==> config.mk <==
export PLATFORM = sky130hd
export DESIGN_NAME = timer8_compare_pulse_pwm
export DESIGN_NICKNAME = d
export VERILOG_FILES = /design/src/design/timer8_pkg.sv /design/src/design/timer8_compare_pulse_pwm.sv
export SDC_FILE = /design/constraint.sdc
export NUM_CORES = 1
export LEC_CHECK = 0
export BUFFER_PORTS_ARGS = -buffer_cell sky130_fd_sc_hd__buf_2
export CAP_MARGIN = 40
export CORE_MARGIN = 5
export CORE_UTILIZATION = 25
export CTS_CLUSTER_DIAMETER = 50
export CTS_CLUSTER_SIZE = 24
export DETAILED_ROUTE_END_ITERATION = 16
export GPL_TIMING_DRIVEN = 0
export PLACE_DENSITY = 0.4
export SYNTH_ARGS = -nofsm -noshare
export SYNTH_HDL_FRONTEND = slang
export SYNTH_SLANG_ARGS = --single-unit
==> constraint.sdc <==
create_clock -name CLK -period 5.6 [get_ports CLK]
set_input_delay 1.12 -clock CLK [delete_from_list [all_inputs] [get_ports CLK]]
set_output_delay 1.12 -clock CLK [all_outputs]
set_load 0.005 [all_outputs]
==> src/design/timer8_pkg.sv <==
// Constants, register map and field positions of the 8-bit compare/pulse/PWM timer.
// Assumes a 125 MHz CPU clock and a 32-bit classic Wishbone register bus.
package timer8_pkg;
  // ----------------------------------------------------------------
  // Register byte addresses
  // ----------------------------------------------------------------
  localparam logic [7:0] ADDR_CTRL1 = 8'h00;
  localparam logic [7:0] ADDR_CTRL2 = 8'h04;
  localparam logic [7:0] ADDR_FLAGS = 8'h08;
  localparam logic [7:0] ADDR_CAP1 = 8'h0C;
  localparam logic [7:0] ADDR_CAP2 = 8'h10;
  localparam logic [7:0] ADDR_CMP1 = 8'h14;
  localparam logic [7:0] ADDR_CMP2 = 8'h18;
  localparam logic [7:0] ADDR_COUNT = 8'h1C;
  // ----------------------------------------------------------------
  // Control 1 fields
  // ----------------------------------------------------------------
  localparam int CR1_CAP_IE = 7;
  localparam int CR1_CMP_IE = 6;
  localparam int CR1_OVF_IE = 5;
  localparam int CR1_FORCE2 = 4;
  localparam int CR1_FORCE1 = 3;
  localparam int CR1_LEVEL2 = 2;
  localparam int CR1_EDGE1 = 1;
  localparam int CR1_LEVEL1 = 0;
  // ----------------------------------------------------------------
  // Control 2 fields
  // ----------------------------------------------------------------
  localparam int CR2_PIN1_EN = 7;
  localparam int CR2_PIN2_EN = 6;
  localparam int CR2_ONE_PULSE = 5;
  localparam int CR2_PWM = 4;
  localparam int CR2_DIV_HI = 3;
  localparam int CR2_DIV_LO = 2;
  localparam int CR2_EDGE2 = 1;
  localparam logic [7:0] CR2_WMASK = 8'hFE;
  // ----------------------------------------------------------------
  // Flag vector order: capture1, compare1, overflow, capture2, compare2
  // ----------------------------------------------------------------
  localparam int NFLAGS = 5;
  localparam int FL_CAP1 = 4;
  localparam int FL_CMP1 = 3;
  localparam int FL_OVF = 2;
  localparam int FL_CAP2 = 1;
  localparam int FL_CMP2 = 0;
  // ----------------------------------------------------------------
  // Values
  // ----------------------------------------------------------------
  localparam logic [7:0] REG_RESET = 8'h00;
  localparam logic [7:0] COUNT_RELOAD = 8'hFC;
  localparam logic [7:0] COUNT_MAX = 8'hFF;
  localparam logic [7:0] CMP_LATE = 8'h01;
  // Low byte of the FFFDh trigger capture value
  localparam logic [7:0] PULSE_CAPTURE = 8'hFD;
  // ----------------------------------------------------------------
  // Tick divider select and last counts of the divider
  // ----------------------------------------------------------------
  localparam logic [1:0] DIV_SEL_4 = 2'h0;
  localparam logic [1:0] DIV_SEL_2 = 2'h1;
  localparam logic [1:0] DIV_SEL_8 = 2'h2;
  localparam int CLK_MHZ = 125;
  localparam logic [12:0] DIV_LAST_2 = 13'h0001;
  localparam logic [12:0] DIV_LAST_4 = 13'h0003;
  localparam logic [12:0] DIV_LAST_8 = 13'h0007;
  localparam logic [12:0] DIV_LAST_8000 = 13'h1F3F;
  localparam logic [12:0] DIV_ONE = 13'h0001;
endpackage

==> src/design/timer8_compare_pulse_pwm.sv <==
// 8-bit free-running timer with output compare, forced compare, one-pulse and PWM modes.
// Assumes a Wishbone classic master on CLK; capture pins are asynchronous to CLK.
`timescale 1ns/100ps
module timer8_compare_pulse_pwm
  import timer8_pkg::*;
(
  input wire logic CLK,
  input wire logic SRST,
  input wire logic CE,
  input wire logic WB_CYC_I,
  input wire logic WB_STB_I,
  input wire logic WB_WE_I,
  input wire logic [7:0] WB_ADR_I,
  input wire logic [3:0] WB_SEL_I,
  input wire logic [31:0] WB_DAT_I,
  output logic [31:0] WB_DAT_O,
  output logic WB_ACK_O,
  input wire logic CAPTURE1_IN_PIN,
  input wire logic CAPTURE2_IN_PIN,
  output logic COMPARE1_OUT_PIN,
  output logic COMPARE1_OUT_OE,
  output logic COMPARE2_OUT_PIN,
  output logic COMPARE2_OUT_OE,
  output logic TIMER_IRQ
);
  // ----------------------------------------------------------------
  // State
  // ----------------------------------------------------------------
  logic [7:0] ctrl1_r, ctrl2_r;
  logic [7:0] cap1_r, cap2_r, cnt_r;
  logic [7:0] cmp1_sw_r, cmp2_sw_r, cmp1_act_r, cmp2_act_r;
  logic [12:0] div_r;
  logic tick_d_r, ack_r, irq_r, out1_r, out2_r, oe1_r, oe2_r;
  logic [7:0] dat_r;
  logic [1:0] sync1_r, sync2_r;
  logic pin1_d_r, pin2_d_r;
  logic [NFLAGS-1:0] flag_r, armed_r;

  // ----------------------------------------------------------------
  // Bus decode
  // ----------------------------------------------------------------
  wire req = WB_CYC_I & WB_STB_I & ~ack_r;
  wire acc = WB_CYC_I & WB_STB_I & ack_r;
  wire wr = acc & WB_WE_I & WB_SEL_I[0];
  wire rd_flags = acc & ~WB_WE_I & (WB_ADR_I == ADDR_FLAGS);
  wire wr_ctrl1 = wr & (WB_ADR_I == ADDR_CTRL1);
  wire wr_ctrl2 = wr & (WB_ADR_I == ADDR_CTRL2);
  wire wr_cmp1 = wr & (WB_ADR_I == ADDR_CMP1);
  wire wr_cmp2 = wr & (WB_ADR_I == ADDR_CMP2);
  wire [7:0] wdata = WB_DAT_I[7:0];
  wire [NFLAGS-1:0] acc_sel = {acc & (WB_ADR_I == ADDR_CAP1), acc & (WB_ADR_I == ADDR_CMP1),
                               acc & (WB_ADR_I == ADDR_COUNT), acc & (WB_ADR_I == ADDR_CAP2),
                               acc & (WB_ADR_I == ADDR_CMP2)};
  logic [7:0] rd_mux;
  always_comb begin
    if (WB_ADR_I == ADDR_CTRL1) begin
      rd_mux = ctrl1_r;
    end else if (WB_ADR_I == ADDR_CTRL2) begin
      rd_mux = ctrl2_r;
    end else if (WB_ADR_I == ADDR_FLAGS) begin
      rd_mux = {flag_r, 3'h0};
    end else if (WB_ADR_I == ADDR_CAP1) begin
      rd_mux = cap1_r;
    end else if (WB_ADR_I == ADDR_CAP2) begin
      rd_mux = cap2_r;
    end else if (WB_ADR_I == ADDR_CMP1) begin
      rd_mux = cmp1_sw_r;
    end else if (WB_ADR_I == ADDR_CMP2) begin
      rd_mux = cmp2_sw_r;
    end else if (WB_ADR_I == ADDR_COUNT) begin
      rd_mux = cnt_r;
    end else begin
      rd_mux = REG_RESET;
    end
  end

  // ----------------------------------------------------------------
  // Modes
  // ----------------------------------------------------------------
  wire pwm_mode = ctrl2_r[CR2_PWM];
  wire opm_mode = ctrl2_r[CR2_ONE_PULSE] & ~pwm_mode;
  wire normal_mode = ~pwm_mode & ~opm_mode;
  wire [1:0] div_sel = ctrl2_r[CR2_DIV_HI:CR2_DIV_LO];
  wire lvl1 = ctrl1_r[CR1_LEVEL1];
  wire lvl2 = ctrl1_r[CR1_LEVEL2];
  wire pin1_en = ctrl2_r[CR2_PIN1_EN];
  wire pin2_en = ctrl2_r[CR2_PIN2_EN];

  // ----------------------------------------------------------------
  // Tick divider
  // ----------------------------------------------------------------
  wire [12:0] div_last = (div_sel == DIV_SEL_2) ? DIV_LAST_2 :
                         (div_sel == DIV_SEL_4) ? DIV_LAST_4 :
                         (div_sel == DIV_SEL_8) ? DIV_LAST_8 : DIV_LAST_8000;
  wire tick = (div_r >= div_last);
  wire [12:0] div_nxt = tick ? 13'h0000 : div_r + DIV_ONE;

  // ----------------------------------------------------------------
  // Capture edges
  // ----------------------------------------------------------------
  wire rise1 = sync1_r[1] & ~pin1_d_r;
  wire fall1 = ~sync1_r[1] & pin1_d_r;
  wire rise2 = sync2_r[1] & ~pin2_d_r;
  wire fall2 = ~sync2_r[1] & pin2_d_r;
  wire edge1 = (ctrl1_r[CR1_EDGE1] ? rise1 : fall1) & ~pwm_mode;
  wire edge2 = ctrl2_r[CR2_EDGE2] ? rise2 : fall2;

  // ----------------------------------------------------------------
  // Compare matches, one per counter value
  // ----------------------------------------------------------------
  wire late = (div_sel != DIV_SEL_2);
  wire [7:0] cmp1_eff = late ? cmp1_act_r + CMP_LATE : cmp1_act_r;
  wire [7:0] cmp2_eff = late ? cmp2_act_r + CMP_LATE : cmp2_act_r;
  wire m1 = tick_d_r & (cnt_r == cmp1_eff);
  wire m2 = tick_d_r & (cnt_r == cmp2_eff);

  // ----------------------------------------------------------------
  // Counter
  // ----------------------------------------------------------------
  wire reload = (opm_mode & edge1) | (pwm_mode & m2);
  wire wrap = tick & ~reload & (cnt_r == COUNT_MAX);
  wire [7:0] cnt_nxt = reload ? COUNT_RELOAD : tick ? cnt_r + CMP_LATE : cnt_r;

  // Active compare values follow software except in PWM, where they wait for period end
  wire [7:0] cmp1_act_nxt = (~pwm_mode | m2) ? cmp1_sw_r : cmp1_act_r;
  wire [7:0] cmp2_act_nxt = (~pwm_mode | m2) ? cmp2_sw_r : cmp2_act_r;

  // ----------------------------------------------------------------
  // Compare pins
  // ----------------------------------------------------------------
  wire force1 = wr_ctrl1 & wdata[CR1_FORCE1] & normal_mode;
  wire force2 = wr_ctrl1 & wdata[CR1_FORCE2] & normal_mode;
  logic out1_nxt, out2_nxt;
  always_comb begin
    out1_nxt = out1_r;
    out2_nxt = out2_r;
    if (pwm_mode) begin
      if (m2) begin
        out1_nxt = lvl2;
      end else if (m1) begin
        out1_nxt = lvl1;
      end
    end else if (opm_mode) begin
      if (edge1) begin
        out1_nxt = lvl2;
      end else if (m1) begin
        out1_nxt = lvl1;
      end
    end else begin
      if (force1) begin
        out1_nxt = wdata[CR1_LEVEL1];
      end else if (m1) begin
        out1_nxt = lvl1;
      end
      if (force2) begin
        out2_nxt = wdata[CR1_LEVEL2];
      end else if (m2) begin
        out2_nxt = lvl2;
      end
    end
    if (!pin1_en) begin
      out1_nxt = out1_r;
    end
    if (!pin2_en) begin
      out2_nxt = out2_r;
    end
  end

  // ----------------------------------------------------------------
  // Flags: set wins over the two-step clear
  // ----------------------------------------------------------------
  wire [NFLAGS-1:0] flag_set = {(~pwm_mode & edge1) | (pwm_mode & m2),
                                normal_mode & m1,
                                wrap,
                                edge2,
                                ~pwm_mode & m2};
  wire [NFLAGS-1:0] flag_clr = armed_r & acc_sel;
  logic [NFLAGS-1:0] flag_nxt, armed_nxt;
  genvar gi;
  generate
    for (gi = 0; gi < NFLAGS; gi++) begin : g_flag
      assign flag_nxt[gi] = flag_set[gi] | (flag_r[gi] & ~flag_clr[gi]);
      assign armed_nxt[gi] = rd_flags ? flag_r[gi] : (armed_r[gi] & ~flag_clr[gi]);
    end
  endgenerate

  wire irq_nxt = (ctrl1_r[CR1_CAP_IE] & (flag_r[FL_CAP1] | flag_r[FL_CAP2])) |
                 (ctrl1_r[CR1_CMP_IE] & (flag_r[FL_CMP1] | flag_r[FL_CMP2])) |
                 (ctrl1_r[CR1_OVF_IE] & flag_r[FL_OVF]);

  wire [7:0] cap1_nxt = (opm_mode & edge1) ? PULSE_CAPTURE :
                        (normal_mode & edge1) ? cnt_r : cap1_r;
  wire [7:0] cap2_nxt = edge2 ? cnt_r : cap2_r;

  // ----------------------------------------------------------------
  // Registers
  // ----------------------------------------------------------------
  always_ff @(posedge CLK) begin
    if (SRST) begin
      sync1_r <= 2'h0;
      sync2_r <= 2'h0;
      pin1_d_r <= 1'b0;
      pin2_d_r <= 1'b0;
    end else if (CE) begin
      sync1_r <= {sync1_r[0], CAPTURE1_IN_PIN};
      sync2_r <= {sync2_r[0], CAPTURE2_IN_PIN};
      pin1_d_r <= sync1_r[1];
      pin2_d_r <= sync2_r[1];
    end
  end

  always_ff @(posedge CLK) begin
    if (SRST) begin
      ctrl1_r <= REG_RESET;
      ctrl2_r <= REG_RESET;
      cmp1_sw_r <= REG_RESET;
      cmp2_sw_r <= REG_RESET;
    end else if (CE) begin
      if (wr_ctrl1) begin
        ctrl1_r <= wdata;
      end
      if (wr_ctrl2) begin
        ctrl2_r <= wdata & CR2_WMASK;
      end
      if (wr_cmp1) begin
        cmp1_sw_r <= wdata;
      end
      if (wr_cmp2) begin
        cmp2_sw_r <= wdata;
      end
    end
  end

  always_ff @(posedge CLK) begin
    if (SRST) begin
      div_r <= 13'h0000;
      tick_d_r <= 1'b0;
      cnt_r <= COUNT_RELOAD;
      cmp1_act_r <= REG_RESET;
      cmp2_act_r <= REG_RESET;
      cap1_r <= REG_RESET;
      cap2_r <= REG_RESET;
    end else if (CE) begin
      div_r <= div_nxt;
      tick_d_r <= tick | reload;
      cnt_r <= cnt_nxt;
      cmp1_act_r <= cmp1_act_nxt;
      cmp2_act_r <= cmp2_act_nxt;
      cap1_r <= cap1_nxt;
      cap2_r <= cap2_nxt;
    end
  end

  always_ff @(posedge CLK) begin
    if (SRST) begin
      flag_r <= '0;
      armed_r <= '0;
      irq_r <= 1'b0;
      out1_r <= 1'b0;
      out2_r <= 1'b0;
      oe1_r <= 1'b0;
      oe2_r <= 1'b0;
      ack_r <= 1'b0;
      dat_r <= REG_RESET;
    end else if (CE) begin
      flag_r <= flag_nxt;
      armed_r <= armed_nxt;
      irq_r <= irq_nxt;
      out1_r <= out1_nxt;
      out2_r <= out2_nxt;
      oe1_r <= pin1_en;
      oe2_r <= pin2_en;
      ack_r <= req;
      if (req) begin
        dat_r <= rd_mux;
      end
    end
  end

  assign WB_ACK_O = ack_r;
  assign WB_DAT_O = {24'h000000, dat_r};
  assign TIMER_IRQ = irq_r;
  assign COMPARE1_OUT_PIN = out1_r;
  assign COMPARE2_OUT_PIN = out2_r;
  assign COMPARE1_OUT_OE = oe1_r;
  assign COMPARE2_OUT_OE = oe2_r;
endmodule

==> results of run 1 <==
==> routing by layer <==
layer	vias up	wire (um)
met2	126	8920
met5	-	0
li1	2587	-
met3	12	857
met1	2446	10000
met4	0	170
==> worst max-delay path: stages <==
cell and delay [ps]:
buf_2 100, nor4_1 410, or3b_1 400, clkbuf_1 210, nand2b_1 300, nor3_1 490, and3_1 290, mux2i_1 200
a41oi_1 140
==> state kept, by name, summed over array words and instances, names as in the netlist, 2 cells and up <==
register	cells
cnt_r	8
cmp1_sw_r	8
cmp1_act_r	8
sync2_r	2
sync1_r	2
cmp2_act_r	8
div_r	13
cap2_r	8
cmp2_sw_r	8
dat_r	8
flag_r	5
armed_r	5
ctrl1_r	8
cap1_r	8
ctrl2_r	7
==> per-stage QoR <==
| step | total power, W | util | hold WS (ps) | worst slack (ps) |
|---|---|---|---|---|
| floorplan | 0.000917 | - | 432 | 2570 |
| global placement | 0.000962 | 0.283 | 444 | 1660 |
| detailed placement | 0.000962 | 0.284 | 442 | 1830 |
| CTS | 0.00209 | 0.309 | 450 | 2240 |
| global route | 0.00213 | 0.309 | 487 | 2040 |
| finish | 0.00207 | 0.309 | 448 | 2210 |
==> worst max-delay path by stage <==
stage,from,endpoint,slack (ps),depth (start not counted)
after global placement,CE,dat_r[3]$_SDFFE_PP0P_,1660,7
after CTS,WB_ADR_I[1],COMPARE2_OUT_PIN$_SDFFE_PP0P_,2240,9
after floorplan,WB_ADR_I[1],COMPARE2_OUT_PIN$_SDFFE_PP0P_,2570,8
final,WB_ADR_I[1],COMPARE2_OUT_PIN$_SDFFE_PP0P_,2210,9
after detailed placement,WB_ADR_I[1],COMPARE2_OUT_PIN$_SDFFE_PP0P_,1830,9
after global routing,WB_ADR_I[1],dat_r[3]$_SDFFE_PP0P_,2040,9
==> logic make-up (layout without fill, tap and decap cells) <==
group | Yosys count | in the layout | share of synthesized area
other | 1 | 24 | 0.000622
flip-flops | 115 | 115 | 0.382
multiplexers | 78 | 78 | 0.141
AND/OR/NAND/NOR | 273 | 273 | 0.212
adder cells (fa/ha/maj) | 14 | 14 | 0.0291
buffers and inverters | 72 | 142 | 0.0619
XOR/XNOR | 32 | 32 | 0.0465
AO/OA/AOI/OAI | 112 | 112 | 0.127
==> Yosys cell counts, types with 4 or more instances <==
| master | instances | area share |
|---|---|---|
| nor2_1 | 131 | 0.082 |
| dfxtp_1 | 115 | 0.38 |
| mux2i_1 | 69 | 0.11 |
| nand2_1 | 39 | 0.024 |
| a21oi_1 | 35 | 0.029 |
| clkbuf_1 | 31 | 0.019 |
| nand3_1 | 29 | 0.024 |
| buf_4 | 24 | 0.030 |
| xor2_1 | 18 | 0.026 |
| ha_1 | 14 | 0.029 |
| xnor2_1 | 14 | 0.020 |
| and3_1 | 12 | 0.012 |
| nor3_1 | 12 | 0.010 |
| nand4_1 | 11 | 0.011 |
| a211oi_1 | 10 | 0.012 |
| o21ai_1 | 9 | 0.0075 |
| inv_1 | 8 | 0.0050 |
| nand2b_1 | 8 | 0.0083 |
| a22oi_1 | 7 | 0.0087 |
| o21ai_0 | 7 | 0.0058 |
| a21o_1 | 5 | 0.0062 |
| a311oi_1 | 5 | 0.0073 |
| mux4_2 | 5 | 0.019 |
| o31ai_1 | 5 | 0.0062 |
| a221oi_1 | 4 | 0.0058 |
| buf_2 | 4 | 0.0033 |
| mux2_2 | 4 | 0.0075 |
| o22ai_1 | 4 | 0.0042 |
==> power by group <==
group,switching (W),internal (W)
combinational,0.0000690,0.0000424
sequential,0.00000625,0.000825
clock,0.000452,0.000671
==> layout make-up <==
type,instances,area share
Buffer,63,0.0464
Clock buffer,18,0.0588
Inverter,9,0.00462
Tap cell,319,0.0546
Multi-Input combinational cell,533,0.471
Sequential cell,115,0.315
Timing Repair Buffer,38,0.0269
Clock inverter,14,0.0230
==> results.cfg, run 1 <==
[synthesis]
syn-instance-count = 697
synth-async-reset-ratio = 0
ys_seq_area_frac = 0.382
synth_warnings = 0
ys.flop_type = dfxtp_1
avgSynthCellArea_um2 = 8.65
netlist_area_mm2 = 0.00603
synth-seq-cells = 115
yosys.cell_types.count = 61
synth-edff-count = 0

[timing]
grt_setup_unrepaired = false
clock.fmax_ghz = 0.295
setup_viol = 0
fin_crit_ps = 3390
hold_viol_final = 0
finalCritPeriodShare = 0.606
slew_headroom = 0.409
fin_setup_tns_ps = 0
tightest_slew_ps = 883
finalMaxSlewViolations = 0
skew_ps = 12.0

[clock_network]
cts_tree = done
cts_max_level = 4
cts.path.max_buffers = 2
postCtsSetupBuffers = 0
cts-root-buf = clkbuf_16
cts.repair.resized = 0
cts_buffers = 17
cts_hold_buf = 0
clk_pin_slew_ps = 60
insertion_delay_ps = 420
clkSinkCount = 115

[finish]
final_nets = 843
stdcell_count = 1109
final_cell_mix = nor2_1 (131), dfxtp_1 (115), mux2i_1 (69)
layout-drive-gt1-share = 0.151
regArea_mm2 = 0.00230
fillers = 2592
synthToLayoutAreaGrowth_pct = 21.2
finalInstanceArea_mm2 = 0.00730
multi_input_area_mm2 = 0.00344
final_common_cell = nor2_1
num_antenna_cells = 0

[worst_hold_path]
hold_path_depth = 2
hold_class = flop to flop
whs_endpoint = dat_r[2]$_SDFFE_PP0P_
hp-start = dat_r[2]$_SDFFE_PP0P_

[detailed_routing]
num_vias = 5171
vias_per_cell = 4.66
drtIter0Drc = 448
first_pass_iters = 5
wl_mm = 20.0
ant_nets = 0
wl_per_cell_um = 18.0
drc = 0

[pwr]
p_leak_nw = 3.06
p_per_area_mw_per_mm2 = 283
vdd_drop_max_v = 0.000161

[worst_setup_path]
r2r-start = ctrl2_r[3]$_SDFFE_PP0P_
crit_arrival_ps = 3650
path_class = input port to flop
cp_max_fo = 7
rr_endpoint = cnt_r[0]$_SDFFE_PP0P_
worstRegToRegCells = 8
worst_setup_path_start_kind = input port
rrSetupSlack_ps = 2600
worstPathRequired_ps = 5860
end_kind = flop

[placement]
placed_cells = 1077
place_area_mm2 = 0.00671
place_congestion = 0.858
io_buffers = 36
dp_hpwl_mm = 15.0

[global_routing]
grt_pass1_wl_mm = 30.4
use_met2 = 0.231
antenna_found_initial = 0
grt_max_degree = 17
grt_util_all_layers = 0.148
grt-ovfl-total = 0
grt_pass1_vias = 5099
top_usage_layer = met2
grt_util_met1 = 0.211
use_met3 = 0.0278

[die]
die_h_um = 165
start_util = 0.255
core.rowCount = 56
die_x_um = 165
die-area_mm2 = 0.0273
io_pins = 90
placeableCoreArea_mm2 = 0.0236

[outcome]
status = finished clean

[flow_run]
drv_cap = 0
Power figures use the tool's default switching activity.
==> run 2, diff against run 1 <==
--- a/config.mk
+++ b/config.mk
@@ -5,6 +5,7 @@
 export SDC_FILE = /design/constraint.sdc
 export NUM_CORES = 1
 export LEC_CHECK = 0
+export ABC_AREA = 1
 export BUFFER_PORTS_ARGS = -buffer_cell sky130_fd_sc_hd__buf_2
 export CAP_MARGIN = 40
 export CORE_MARGIN = 5
@@ -13,7 +14,7 @@
 export CTS_CLUSTER_SIZE = 24
 export DETAILED_ROUTE_END_ITERATION = 16
 export GPL_TIMING_DRIVEN = 0
-export PLACE_DENSITY = 0.4
+export PLACE_DENSITY = 0.42
 export SYNTH_ARGS = -nofsm -noshare
 export SYNTH_HDL_FRONTEND = slang
 export SYNTH_SLANG_ARGS = --single-unit
==> constraint.sdc (replaced) <==
create_clock -name CLK -period 2.9 [get_ports CLK]
set_input_delay 0.58 -clock CLK [delete_from_list [all_inputs] [get_ports CLK]]
set_output_delay 0.58 -clock CLK [all_outputs]
set_load 0.005 [all_outputs]
==> run 2 against run 1 <==
Compared with the run above: clock skew shrank 4.0 ps; via count grew 14%; clock power grew 96%; routed wire length grew 7.4%; flip-flop and latch count is the same; design area grew 2.5%; utilization shrank 0.23 points; first-iteration DRC count grew 1.3%; global-route usage grew 0.43 points; sequential share of layout area shrank 0.78 points; worst setup slack lost 1900 ps; critical path type is now flop to flop; critical endpoint is now div_r[10]$_SDFFE_PP0P_; highest routed layer unchanged.
==> results.cfg, run 2 <==
[timing]
grt_setup_unrepaired = false
slew_headroom = 0.433
setup_viol = 0
fin_setup_tns_ps = 0
hold_viol_final = 0
clock.fmax_ghz = 0.387
fin_crit_ps = 2580
skew_ps = 8.00
finalCritPeriodShare = 0.890
tightest_slew_ps = 847
finalMaxSlewViolations = 0

[pwr]
p_int_w = 0.00311
p_seq_frac = 0.399
pwr-share-comb = 0.069
total_power_w = 0.00413
p_per_area_mw_per_mm2 = 551
vdd_drop_max_v = 0.000364
p_leak_nw = 3.15
switching_share = 0.247
clockPowerShare = 0.532
p_switching_w = 0.00102

[synthesis]
synth_top_cell_area_share = 0.371
synth-edff-count = 0
synth-async-reset-ratio = 0
yosys.cell_types.count = 50
syn-instance-count = 874
ys.flop_type = dfxtp_1
synth-seq-cells = 115
synth_most_common_cell = nand2_1
yosysTopAreaCell = dfxtp_1
avgSynthCellArea_um2 = 7.10
synthTopCellsByCount = nand2_1 (132), dfxtp_1 (115), nor2_1 (112)
synth_area_leaders = dfxtp_1 (37%), nand2_1 (8.0%), a21oi_1 (7.1%)
ys_seq_area_frac = 0.371
synth_warnings = 0
netlist_area_mm2 = 0.00620

[finish]
largest-register = div_r
postLayoutCoreUtil = 0.307
largest_register_ffs = 13
final_cell_mix = nand2_1 (131), dfxtp_1 (115), nor2_1 (112)
finalInstanceArea_mm2 = 0.00749
stdcell_count = 1288
final_nets = 1018
final_common_cell = nand2_1
synthToLayoutAreaGrowth_pct = 20.7
layout-drive-gt1-share = 0.142
num_antenna_cells = 0

[worst_setup_path]
cpMostUsedCell = nand2_1
worstPathCellList = nand2_4 -> buf_8 -> inv_1 -> ha_1 -> nand4_1 -> nand3_1 -> a21oi_1 -> nand3b_1 -> nand2_1 -> nand2_1 -> nand2_1 -> clkbuf_2 -> nor3b_1
end_kind = flop
slowest_stage = dfxtp_1
crit_arrival_ps = 2930
slowest_delay_ps = 580
path_class = flop to flop
critPathBufInv = 3
worstPathRequired_ps = 3250
path_delay_family = simple AND/OR/NAND/NOR gates
cp_max_fo = 10
worst_setup_path_start_kind = flop

[clock_network]
insertion_delay_ps = 420
clkSinkCount = 115
cts_max_level = 4
cts.path.max_buffers = 2
clk_pin_slew_ps = 60
cts_tree = done
cts_buffers = 17
cts-root-buf = clkbuf_16

[die]
start_util = 0.254
die-area_mm2 = 0.0281
placeableCoreArea_mm2 = 0.0244
die_x_um = 168
die_h_um = 168
io_pins = 90
core.rowCount = 57

[placement]
io_buffers = 36
placed_cells = 1257
place_area_mm2 = 0.00688
dp_hpwl_mm = 16.3
place_congestion = 0.842

[global_routing]
grt_max_degree = 17
grt-ovfl-total = 0
grt_util_all_layers = 0.152
grt_pass1_vias = 5620
grt_pass1_wl_mm = 33.1
antenna_found_initial = 0

[detailed_routing]
vias_per_cell = 4.59
drc = 0
wl_mm = 21.5
first_pass_iters = 5
num_vias = 5913
drtIter0Drc = 454
wl_per_cell_um = 16.7
ant_nets = 0

[outcome]
status = finished clean

[worst_hold_path]
hold_class = input port to flop

[flow_run]
drv_cap = 0
==> run 2: path summary, 6_finish.rpt <==
| path | startpoint | to | slack (ps) | cells after the start |
|---|---|---|---|---|
| worst min-delay path | CAPTURE1_IN_PIN | sync1_r[0]$_SDFFE_PP0P_ | 380 | 3 |
| worst max-delay path | ctrl2_r[2]$_SDFFE_PP0P_ | div_r[10]$_SDFFE_PP0P_ | 320 | 13 |
| worst max register to register | ctrl2_r[2]$_SDFFE_PP0P_ | div_r[10]$_SDFFE_PP0P_ | 320 | 13 |
| worst min register to register | cap2_r[1]$_SDFFE_PP0P_ | cap2_r[1]$_SDFFE_PP0P_ | 450 | 2 |
==> run 2: repair_timing <==
| item | in CTS | in global routing |
|---|---|---|
| resized for setup | 0 | 3 |
| hold buffers | 0 | 0 |
| buffers inserted | 0 | 0 |
| endpoints found under the setup margin | 0 | 10 |
==> run 2: routing by layer <==
metal | GRT usage | part of all wire | vias to the layer above
met4 | 0.0374 | 0.011 | 0
met2 | 0.238 | 0.45 | 150
met5 | 0 | 0 | -
met3 | 0.0288 | 0.041 | 19
met1 | 0.217 | 0.49 | 2728
li1 | - | - | 3016
==> run 2: metrics by stage <==
step           hold WS [ps]  worst slack, ps
6_report                382              319
3_5_place_dp            441              103
2_1_floorplan           424              854
5_1_grt                 382              120
3_3_place_gp            436              121
4_1_cts                 371             95.4
==> run 2: area by class of cell <==
class / count / area (um^2)
plain buffers: 58 / 352
well taps: 324 / 405
clock inverters: 12 / 156
clock buffers: 19 / 453
fillers: 2736 / 16900
repair buffers: 36 / 180
multi-input cells: 640 / 3320
flip-flops and latches: 115 / 2300
inverters: 84 / 318
==> run 2: tightest hold or removal path: stages <==
cell	delay, ps
buf_2	70
nor2_1	30
nor2_1	80
==> run 2: power groups by stage <==
stage	clock network [W]	registers (W)	logic, W
finish	0.00219	0.00165	0.000285
global route	0.00231	0.00165	0.000321
floorplan	0	0.00167	0.000191
global placement	0	0.00168	0.000285
detailed placement	0	0.00168	0.000284
CTS	0.00223	0.00165	0.000285
==> run 2: cell families after synthesis <==
group                    synth area share
flip-flops                          0.371
multiplexers                      0.00161
other                            0.000604
buffers and inverters               0.108
XOR/XNOR                           0.0381
adder cells (fa/ha/maj)            0.0282
AND/OR/NAND/NOR                     0.280
AO/OA/AOI/OAI                       0.173
